File: src/rtl/dpwr_defines.vh
// Constants for the DAC power-on default and two-wire bus gating block.
// Assumes inclusion by bare name from every design file of the block.
`ifndef DPWR_DEFINES_VH
`define DPWR_DEFINES_VH

// Default values loaded while the supply trip is active
`define DPWR_SHIFT_DEFAULT   8'h40
`define DPWR_SETTING_DEFAULT 7'h20
`define DPWR_SETTING_W       7

// Bus slave address of this device; value is arbitrary
`define DPWR_SLAVE_ADDR      7'h2A

// Bits per byte on the bus, and bit counter width
`define DPWR_BYTE_BITS       4'h8
`define DPWR_CNT_W           4
`define DPWR_CNT_ZERO        4'h0
`define DPWR_CNT_ONE         4'h1

// Synchroniser lanes: serial clock, serial data, supply trip
`define DPWR_SYNC_W          3
`define DPWR_SYNC_IDLE       3'h7
`define DPWR_LANE_SCL        0
`define DPWR_LANE_SDA        1
`define DPWR_LANE_TRIP       2

// Command state machine
`define DPWR_ST_W            3
`define DPWR_ST_IDLE         3'h0
`define DPWR_ST_ADDR         3'h1
`define DPWR_ST_ACK_ADDR     3'h2
`define DPWR_ST_WR_DATA      3'h3
`define DPWR_ST_ACK_DATA     3'h4
`define DPWR_ST_RD_DATA      3'h5
`define DPWR_ST_RD_ACK       3'h6
`define DPWR_ST_IGNORE       3'h7

`endif

File: src/rtl/dpwr_in_sync.v
// Three-stage input synchroniser with agreement filter, one lane per bit.
// Assumes asynchronous inputs; the filtered output changes only when
// stages two and three agree, so single-sample glitches are dropped.
`timescale 1ns/10ps
`include "dpwr_defines.vh"

module dpwr_in_sync #(
    parameter [`DPWR_SYNC_W-1:0] RESET_VAL = `DPWR_SYNC_IDLE
) (
    // Clock and reset
    input  wire                    clk,
    input  wire                    resetn,
    input  wire                    clkEn,
    // Lanes
    input  wire [`DPWR_SYNC_W-1:0] rawIn,
    output wire [`DPWR_SYNC_W-1:0] cleanOut
);

    genvar lane;
    generate
        for (lane = 0; lane < `DPWR_SYNC_W; lane = lane + 1) begin : gLane
            reg stage1;
            reg stage2;
            reg stage3;
            reg clean;
            always @(posedge clk or negedge resetn) begin
                if (!resetn) begin
                    stage1 <= RESET_VAL[lane];
                    stage2 <= RESET_VAL[lane];
                    stage3 <= RESET_VAL[lane];
                    clean  <= RESET_VAL[lane];
                end else if (clkEn) begin
                    stage1 <= rawIn[lane];
                    stage2 <= stage1;
                    stage3 <= stage2;
                    if (stage2 == stage3) begin
                        clean <= stage3;
                    end
                end
            end
            assign cleanOut[lane] = clean;
        end
    endgenerate

endmodule // dpwr_in_sync

File: src/rtl/dpwr_top.v
// Power-on / supply-drop default loading and two-wire slave gating for a
// 7-bit voltage-output DAC setting.
// Assumes one system clock; bus pins and the trip level are asynchronous
// and the bus master is far slower than the clock (oversampled).
`timescale 1ns/10ps
`include "dpwr_defines.vh"

module dpwr_top (
    // Clock and reset
    input  wire                        clk,
    input  wire                        resetn,
    input  wire                        clkEn,
    // Supply trip indication, high while supply is below trip point
    input  wire                        supplyDropTrip,
    // Serial clock pin
    input  wire                        sclIn,
    output reg                         sclOut,
    output reg                         sclDriveN,
    // Serial data pin
    input  wire                        sdaIn,
    output reg                         sdaOut,
    output reg                         sdaDriveN,
    // Status and setting
    output reg  [`DPWR_SETTING_W-1:0]  outputSetting,
    output reg  [7:0]                  serialShiftHolding,
    output reg                         digitalReady,
    output reg                         ifaceActive
);

    wire [`DPWR_SYNC_W-1:0] cleanPins;
    wire                    sclNow;
    wire                    sdaNow;
    wire                    tripNow;

    reg                     sclLast;
    reg                     sdaLast;
    reg [`DPWR_ST_W-1:0]    state;
    reg [`DPWR_CNT_W-1:0]   bitCnt;
    reg                     readDir;

    wire                    sclRise;
    wire                    sclFall;
    wire                    startSeen;
    wire                    stopSeen;
    wire                    byteFull;
    wire                    addrMatch;

    dpwr_in_sync #(
        .RESET_VAL (`DPWR_SYNC_IDLE)
    ) uSync (
        .clk      (clk),
        .resetn   (resetn),
        .clkEn    (clkEn),
        .rawIn    ({supplyDropTrip, sdaIn, sclIn}),
        .cleanOut (cleanPins)
    );

    assign sclNow    = cleanPins[`DPWR_LANE_SCL];
    assign sdaNow    = cleanPins[`DPWR_LANE_SDA];
    assign tripNow   = cleanPins[`DPWR_LANE_TRIP];

    assign sclRise   = sclNow & ~sclLast;
    assign sclFall   = ~sclNow & sclLast;
    // Data moving while the clock is high marks a frame boundary
    assign startSeen = sclNow & sclLast & sdaLast & ~sdaNow;
    assign stopSeen  = sclNow & sclLast & ~sdaLast & sdaNow;
    assign byteFull  = (bitCnt == `DPWR_BYTE_BITS);
    assign addrMatch = (serialShiftHolding[7:1] == `DPWR_SLAVE_ADDR);

    // Serial clock is an input only; its driver stays released
    always @(posedge clk or negedge resetn) begin
        if (!resetn) begin
            sclOut    <= 1'b0;
            sclDriveN <= 1'b1;
        end else if (clkEn) begin
            sclOut    <= 1'b0;
            sclDriveN <= 1'b1;
        end
    end

    always @(posedge clk or negedge resetn) begin
        if (!resetn) begin
            sclLast <= 1'b1;
            sdaLast <= 1'b1;
        end else if (clkEn) begin
            sclLast <= sclNow;
            sdaLast <= sdaNow;
        end
    end

    always @(posedge clk or negedge resetn) begin
        if (!resetn) begin
            state              <= `DPWR_ST_IDLE;
            bitCnt             <= `DPWR_CNT_ZERO;
            readDir            <= 1'b0;
            serialShiftHolding <= `DPWR_SHIFT_DEFAULT;
            outputSetting      <= `DPWR_SETTING_DEFAULT;
            digitalReady       <= 1'b0;
            ifaceActive        <= 1'b0;
            sdaOut             <= 1'b0;
            sdaDriveN          <= 1'b1;
        end else if (clkEn) begin
            sdaOut <= 1'b0;
            if (tripNow) begin
                // Defaults are held for the whole trip, so release finds them already loaded
                serialShiftHolding <= `DPWR_SHIFT_DEFAULT;
                outputSetting      <= `DPWR_SETTING_DEFAULT;
                digitalReady       <= 1'b0;
                ifaceActive        <= 1'b0;
                state              <= `DPWR_ST_IDLE;
                bitCnt             <= `DPWR_CNT_ZERO;
                readDir            <= 1'b0;
                sdaDriveN          <= 1'b1;
            end else if (!digitalReady) begin
                // First cycle after release: bus watching resumes next cycle
                digitalReady <= 1'b1;
            end else if (startSeen) begin
                state       <= `DPWR_ST_ADDR;
                bitCnt      <= `DPWR_CNT_ZERO;
                ifaceActive <= 1'b1;
                sdaDriveN   <= 1'b1;
            end else if (stopSeen) begin
                state       <= `DPWR_ST_IDLE;
                bitCnt      <= `DPWR_CNT_ZERO;
                ifaceActive <= 1'b0;
                sdaDriveN   <= 1'b1;
            end else if (sclRise) begin
                case (state)
                    `DPWR_ST_ADDR, `DPWR_ST_WR_DATA: begin
                        serialShiftHolding <= {serialShiftHolding[6:0], sdaNow};
                        bitCnt             <= bitCnt + `DPWR_CNT_ONE;
                    end
                    `DPWR_ST_RD_DATA: begin
                        bitCnt <= bitCnt + `DPWR_CNT_ONE;
                    end
                    `DPWR_ST_RD_ACK: begin
                        // A released acknowledge ends the read
                        if (sdaNow) begin
                            state <= `DPWR_ST_IGNORE;
                        end else begin
                            serialShiftHolding <= {1'b0, outputSetting};
                            bitCnt             <= `DPWR_CNT_ZERO;
                        end
                    end
                    default: begin
                        state <= state;
                    end
                endcase
            end else if (sclFall) begin
                case (state)
                    `DPWR_ST_ADDR: begin
                        if (byteFull) begin
                            if (addrMatch) begin
                                readDir   <= serialShiftHolding[0];
                                state     <= `DPWR_ST_ACK_ADDR;
                                sdaDriveN <= 1'b0;
                            end else begin
                                // Other address or general call: stay passive
                                state <= `DPWR_ST_IGNORE;
                            end
                        end
                    end
                    `DPWR_ST_ACK_ADDR: begin
                        bitCnt <= `DPWR_CNT_ZERO;
                        if (readDir) begin
                            serialShiftHolding <= {1'b0, outputSetting};
                            state              <= `DPWR_ST_RD_DATA;
                            sdaDriveN          <= 1'b0;
                        end else begin
                            state     <= `DPWR_ST_WR_DATA;
                            sdaDriveN <= 1'b1;
                        end
                    end
                    `DPWR_ST_WR_DATA: begin
                        if (byteFull) begin
                            outputSetting <= serialShiftHolding[`DPWR_SETTING_W-1:0];
                            state         <= `DPWR_ST_ACK_DATA;
                            sdaDriveN     <= 1'b0;
                        end
                    end
                    `DPWR_ST_ACK_DATA: begin
                        // Further data bytes overwrite the setting again
                        bitCnt    <= `DPWR_CNT_ZERO;
                        state     <= `DPWR_ST_WR_DATA;
                        sdaDriveN <= 1'b1;
                    end
                    `DPWR_ST_RD_DATA: begin
                        if (byteFull) begin
                            state     <= `DPWR_ST_RD_ACK;
                            sdaDriveN <= 1'b1;
                        end else begin
                            sdaDriveN <= serialShiftHolding[6];
                            serialShiftHolding <= {serialShiftHolding[6:0], 1'b0};
                        end
                    end
                    `DPWR_ST_RD_ACK: begin
                        state     <= `DPWR_ST_RD_DATA;
                        sdaDriveN <= serialShiftHolding[7];
                    end
                    default: begin
                        sdaDriveN <= 1'b1;
                    end
                endcase
            end
        end
    end

endmodule // dpwr_top

File: config.mk
export PLATFORM = sky130hd
export DESIGN_NAME = dpwr_top
export DESIGN_NICKNAME = d
export VERILOG_FILES = /design/src/rtl/dpwr_in_sync.v /design/src/rtl/dpwr_top.v
export VERILOG_INCLUDE_DIRS = /design/src /design/src/rtl
export SDC_FILE = /design/constraint.sdc
export NUM_CORES = 1
export LEC_CHECK = 0
export ABC_AREA = 0
export BUFFER_PORTS_ARGS = -buffer_cell sky130_fd_sc_hd__clkbuf_2
export CORE_MARGIN = 2
export CORE_UTILIZATION = 30
export CTS_CLUSTER_DIAMETER = 120
export DETAILED_ROUTE_END_ITERATION = 10
export PLACE_DENSITY_LB_ADDON = 0.25
export SETUP_SLACK_MARGIN = 0.5
export SYNTH_ARGS = -nofsm -noshare
export SYNTH_HDL_FRONTEND = slang
export SYNTH_SLANG_ARGS = --single-unit
File: constraint.sdc
create_clock -name clk -period 2.1 [get_ports clk]
set_clock_uncertainty 0.1 [all_clocks]
set_input_delay 0.21 -clock clk [delete_from_list [all_inputs] [get_ports clk]]
set_output_delay 0.21 -clock clk [all_outputs]
set_load 0.01 [all_outputs]
==> impl_results.md, run 1 <==
* Reg2reg start: bitCnt[1]
* Endpoints failing hold at 0
* Total GRT Usage at between 10% and 20%
* Critical Path RT at roughly 2.2 ns
* P_leak at 1.55 nW
* Share of cells above drive strength 1 at 54.2%
* Area added between synthesis and finish at 40.5%
* CTS tree: done
* Ys flop type: dfrtp_1
* Post-Syn Area per Cell at approximately 10 sq um
* Die X at 94.1 microns
* Clock transition at path regs at 0.09 ns
* Initial DRC Count at 102
* # IOs at 27
* Total negative slack at -0.501 ns
* CP peak stage delay at 0.37 ns
* Tcrit/Tclk final at 103%
* Critical Path Start Type: register
* Placer Congestion at 0.811
* CP max-delay cell: dfrtp_1
* Core ar. at ~0.0078 sq mm
* DP Worst Slack at -0.142 ns
* CP arrival at 2.23 ns
* Mapped Cells at 237
* Critical path endpoint category: register
* Number of synthesized flops with an enable pin at 0
* Vias per inst at slightly below 5
* WL met2 at just under 3000 microns
* PD cells at 1250 mW/mm^2
* CTS H-tree depth at 2
* Slew of the pin with the lowest slew margin at ~0.53 ns
* WP buf/inv at 3
* Crit path kind: reg -> reg
* Minimum clock period at 2.15 ns
* Drt wl/cell at 14.9 microns
* First-pass GRT wire length at 10100 microns
* Max Cap Violations at 0
* # diodes at 0
* Slew HR at 64.6%
* Status: complete, but fails checks
* Number of slew-limit violations in the final report at 0
* DIE AREA at 0.00886 sq mm
* Asr flop ratio synth at 100%
* Clk buf depth at 2
* Met1 wire length at 2910 microns
* Failing checks: setup timing
* Peak supply drop at 0.611 mV
* IO buf count at 23
* Clock tree sinks at 40
* Reg2reg setup slack at -0.05 ns
* Hold Crit Class: in -> reg
* Nets at 322
* Fmax at 464 MHz
* Hpwl dp at between 4000 and 5000 microns
* Wirelength, routed at 6170 microns
* Max FO, Critical Path at 8
* Worst r2r path cells at 9
* Setup ws final at -0.0545 ns
* Synth top area share at 23.6%
* Row Count at 32
* Final ANT Viol Nets at 0
* Vias in the first global route at a little over 2000
* Initial antenna violation count at 0
* Routed vias at 2055
* Hold EP: uSync.gLane[1].stage1
* Clk Latency, worst-skew pair at 0.29 ns
* Cell Area, Synth at 0.00244 sq mm
* Total grt overflow at 0
* Yosys reg bits at 40
* Total power at 4.28 mW
* Starting Density at a little under a third
* Top Family by Delay on Critical Path: simple AND/OR/NAND/NOR gates
* TritonRoute pass-1 iters at 4
* Hold Path Depth at 2
* Reg2Reg Capture Point: serialShiftHolding[1]
* Crit-path cells: inv_2 -> ha_2 -> and3b_2 -> nor4b_2 -> nor4_1 -> buf_4 -> nor3_4 -> buf_12 -> mux2_4
* Synth Warn # at 0
* Routed met3 length at 169 microns
* Maximum number of pins on one net before global-route repair at 41
* Sequential fraction of the synthesis area at 42.0%
* DR top layer: met4
* Worst hold start: sdaIn
* Final setup fails at 13
* Largest cells by area after synthesis: dfrtp_1, dfstp_2, mux2_2, mux2i_1, o21ai_0
* Vertical die dimension at 94.1 microns
* # DRC at 0
* Area leader, netlist: dfrtp_1
* Clock root cell: clkbuf_8
* TritonCTS Buffers at 5
* Distinct cell type count after synthesis at 54
* RSZ-0062 raised after global routing: true
==> worst max path at each step <==
stage	from	endpoint	slack, ns	cells past startpoint
detailed placement	uSync.gLane[0].clean	serialShiftHolding[6]	-0.14	6
floorplan	sclLast	bitCnt[1]	0.004	9
CTS	bitCnt[0]	serialShiftHolding[1]	-0.02	9
global route	bitCnt[1]	serialShiftHolding[1]	-0.15	9
finish	bitCnt[1]	serialShiftHolding[1]	-0.05	9
global placement	uSync.gLane[0].clean	serialShiftHolding[6]	-0.13	6
==> metal layers <==
layer  vias to the layer above  GRT usage, %
met3                        11          2.57
met5                         -             0
li1                        990             -
met4                         0          5.31
met1                      1022          19.8
met2                        32          23.0
==> placed cells by master, fill, tap and decap left out, types with 5 or more instances in the layout <==
cell      count
dfrtp_1      23
clkbuf_2     23
mux2i_1      11
dfstp_2      17
a21oi_1       9
nor2_1       13
buf_4        47
buf_6         9
o21ai_0      13
nand3_1       5
inv_1        13
nor2b_1       9
mux2_2        7
mux2_4       15
nand2_1       9
clkbuf_8      5
==> cell families after synthesis <==
family,synth area share (%)
muxes,14.7
other,0.308
xor gates and xnor gates,0.719
buffers and inverters,7.34
DFF,42.0
and+or+nand+nor,15.5
AOI/OAI and AO/OA,16.9
adders and majority gates,2.57
==> what timing repair did <==
| item | CTS | global route |
|---|---|---|
| gates cloned | 0 | 0 |
| setup endpoints to repair | 25 | 25 |
| pin swaps | 16 | 8 |
| buffers inserted | 9 | 5 |
| hold buffers | 1 | 0 |
| gates resized for setup | 30 | 16 |
| endpoints found under the hold margin | 23 | 0 |
==> final cells by class <==
| type | instances | area [sq um] |
|---|---|---|
| Timing Repair Buffer | 82 | 619 |
| Clock inverter | 3 | 42.5 |
| Inverter | 17 | 63.8 |
| Clock buffer | 5 | 68.8 |
| Fill cell | 745 | 4390 |
| Sequential cell | 40 | 1020 |
| Tap cell | 102 | 128 |
| Multi-Input combinational cell | 165 | 1480 |
==> through the flow <==
step                area [sq um]  util [%]  hold slack, ns  std cells
floorplan                   2510         -          -0.186        238
global placement            2980      38.2           0.219        391
detailed placement          2980      38.2           0.214        391
CTS                         3310      42.4          0.0388        409
global route                3420      43.8          0.0384        414
finish                      3420      43.8          0.0451        414
==> Yosys cell counts (all sizes together) (4+ instances only) <==
cell type and number:
dfrtp 23, mux2 22, o21ai 19, dfstp 17, inv 17, nor2 13, buf 12, mux2i 11
nor2b 11, a21oi 10, nand2 10, ha 5, nand2b 5, nand3 5, a211oi 4, clkbuf 4
nand3b 4, o21a 4
==> where the power goes <==
group          total (mW)  internal, mW  switching [mW]
combinational        2.39          1.26            1.13
sequential           1.25          1.01           0.233
clock               0.644         0.352           0.292
total                4.28          2.63            1.65
==> flip-flops by register name (all words and copies together), names as in the netlist <==
name	flops
serialShiftHolding	8
outputSetting	7
bitCnt	4
state	3
uSync.gLane.clean	3
uSync.gLane.stage1	3
uSync.gLane.stage2	3
uSync.gLane.stage3	3
digitalReady	1
ifaceActive	1
readDir	1
sclLast	1
sdaDriveN	1
sdaLast	1
Note: power is estimated with default switching activity, not from simulation.
==> run 2: changes to the inputs <==
Clock period 2.1 ns to 1.7 ns, I/O delays scaled along.
==> impl_results.md, run 2 (same netlist as run 1, synthesis figures left out) <==
* Status: complete, but fails checks (unchanged)
* Failing checks: setup timing (unchanged)
* Placer Congestion at 0.869 (was 0.811)
* Total grt overflow at 0 (unchanged)
* # diodes at 0 (unchanged)
* Share of cells above drive strength 1 at 56.7% (was 54.2%)
* Minimum clock period at 2.08 ns (was 2.15 ns)
* Commonest non-fill, non-tap cell in the layout: buf_4 (unchanged)
* Slew of the pin with the lowest slew margin at 0.518 ns (was 0.531 ns)
* Final ANT Viol Nets at 0 (unchanged)
* Vias per inst at 4.84 (was 4.96)
* Core ar. at 0.00781 sq mm (unchanged)
* Peak supply drop at 0.711 mV (was 0.611 mV)
* Critical path endpoint category: register (unchanged)
* P_leak at 1.66 nW (was 1.55 nW)
* Nets at 336 (was 322)
* Setup ws final at -0.381 ns (was -0.0545 ns)
* IO buf count at 23 (unchanged)
* Internal Power at 3.57 mW (was 2.63 mW)
* Critical Path Start Type: register (unchanged)
* Reg with most FFs: serialShiftHolding (unchanged)
* CP arrival at 2.17 ns (was 2.23 ns)
* DP Cell Count at 406 (was 391)
* First-pass GRT wire length at 10700 microns (was 10100 microns)
* Max Cap Violations at 0 (unchanged)
* Final Core Density at 47.4% (was 43.8%)
* CTS H-tree depth at 2 (unchanged)
* CTS tree: done (unchanged)
* TritonCTS Buffers at 5 (unchanged)
* Fmax at 481 MHz (was 464 MHz)
* Clk Latency, worst-skew pair at 0.30 ns (was 0.29 ns)
* Tcrit/Tclk final at 122% (was 103%)
* Hold Path Depth at 2 (unchanged)
* Clk buf depth at 2 (unchanged)
* Crit path kind: reg -> reg (unchanged)
* # IOs at 27 (unchanged)
* Die X at 94.1 microns (unchanged)
* Area added between synthesis and finish at 51.9% (was 40.5%)
* Cell Area, Placed at 0.00311 sq mm (was 0.00298 sq mm)
* Wirelength, routed at 6350 microns (was 6170 microns)
* Psw at 2.17 mW (was 1.65 mW)
* Reg2reg setup slack at -0.38 ns (was -0.05 ns)
* Routed vias at 2072 (was 2055)
* RSZ-0062 raised after global routing: true (unchanged)
* Clock tree sinks at 40 (unchanged)
* Most frequent cells in the layout: buf_4, dfrtp_1, buf_6 (was buf_4, dfrtp_1, clkbuf_2)
* TritonRoute pass-1 iters at 4 (unchanged)
* Max FO, Critical Path at 2 (was 8)
* Initial DRC Count at 115 (was 102)
* Clock group share of total power at 14.6% (was 15.0%)
* Regs by FF count: serialShiftHolding: 8 flops, outputSetting: 7 flops, bitCnt: 4 flops (unchanged)
* Clock root cell: clkbuf_8 (unchanged)
* PD cells at 1550 mW/mm^2 (was 1250 mW/mm^2)
* Slew HR at 65.5% (was 64.6%)
* Post-route cell area at 0.00370 sq mm (was 0.00342 sq mm)
* Number of slew-limit violations in the final report at 0 (unchanged)
* Maximum number of pins on one net before global-route repair at 41 (unchanged)
* Total negative slack at -7.66 ns (was -0.501 ns)
* Part of the power in registers at 26.2% (was 29.1%)
* Final setup fails at 25 (was 13)
* Starting Density at 31.2% (unchanged)
* Drt wl/cell at 14.8 microns (was 14.9 microns)
* Critical Path RT at 1.79 ns (was 2.18 ns)
* DIE AREA at 0.00886 sq mm (unchanged)
* Endpoints failing hold at 0 (unchanged)
* Clock transition at path regs at 0.09 ns (about the same)
* Hpwl dp at 4280 microns (was 4200 microns)
* Final cell count without fillers at 428 (was 414)
* Initial antenna violation count at 0 (unchanged)
* Combinational power share at 59.2% (was 55.8%)
* Worst r2r path cells at 7 (was 9)
* Row Count at 32 (unchanged)
* Vertical die dimension at 94.1 microns (unchanged)
* # DRC at 0 (unchanged)
* Switching portion of total power at 37.8% (was 38.6%)
* Max FFs per register at 8 (unchanged)
* Vias in the first global route at 2134 (was 2017)
* Hold Crit Class: in -> reg (unchanged)
* Total GRT Usage at 15.6% (was 14.5%)
==> run 2: power by group through the flow <==
| stage | Combinational (mW) | Clock (mW) | Sequential (mW) |
|---|---|---|---|
| 6_report | 3.40 | 0.837 | 1.50 |
| 5_1_grt | 3.67 | 0.900 | 1.54 |
| 4_1_cts | 3.17 | 0.862 | 1.49 |
| 3_5_place_dp | 2.62 | 0 | 1.49 |
| 3_3_place_gp | 2.61 | 0 | 1.49 |
| 2_1_floorplan | 1.54 | 0 | 1.50 |
==> run 2: final timing paths <==
check / to / startpoint
min in group asynchronous: bitCnt[0] / resetn
max in group asynchronous: uSync.gLane[0].clean / resetn
setup reg to reg: state[0] / sclLast
hold reg to reg: uSync.gLane[2].clean / uSync.gLane[2].stage3
hold / removal: uSync.gLane[0].stage1 / sclIn
setup / recovery: state[0] / sclLast
==> run 2: metrics by stage <==
stage               total power, mW  hold WS, ns  worst slack, ns
detailed placement             4.11        0.173           -0.499
floorplan                      3.05       -0.226           -0.396
CTS                            5.53      0.00269           -0.377
global route                   6.11      0.00256           -0.429
global placement               4.10        0.181           -0.473
finish                         5.73       0.0146           -0.381
==> run 2: worst max-delay path, cell delays in order, from the launching register on <==
cell and delay, ns:
dfstp_2 0.54, inv_2 0.05, ha_4 0.24, nor2b_4 0.13, o21ai_4 0.09, o31ai_4 0.27
o21a_1 0.24, mux2_4 0.31
==> run 2: timing repair <==
item,4_1_cts,5_1_grt
cloned,1,0
hold buffers,2,1
buffers inserted,8,2
pin swaps,19,4
endpoints found under the setup margin,36,37
gates resized for setup,51,30
hold endpoints to repair,24,1
==> run 2: final cells by class <==
class                   instances  area, sq um
clock buffers                   8          123
flip-flops and latches         40         1020
fillers                       720         4110
well taps                     102          128
repair buffers                 95          827
multi-input cells             166         1540
inverters                      17         63.8
==> run 2: metal layers <==
| metal | global-route usage [%] | share of wire, % | vias up |
|---|---|---|---|
| li1 | - | - | 1018 |
| met1 | 20.6 | 46 | 1011 |
| met2 | 25.7 | 50 | 36 |
| met3 | 2.81 | 3.0 | 7 |
| met4 | 5.19 | 1.5 | 0 |
| met5 | 0 | 0 | - |
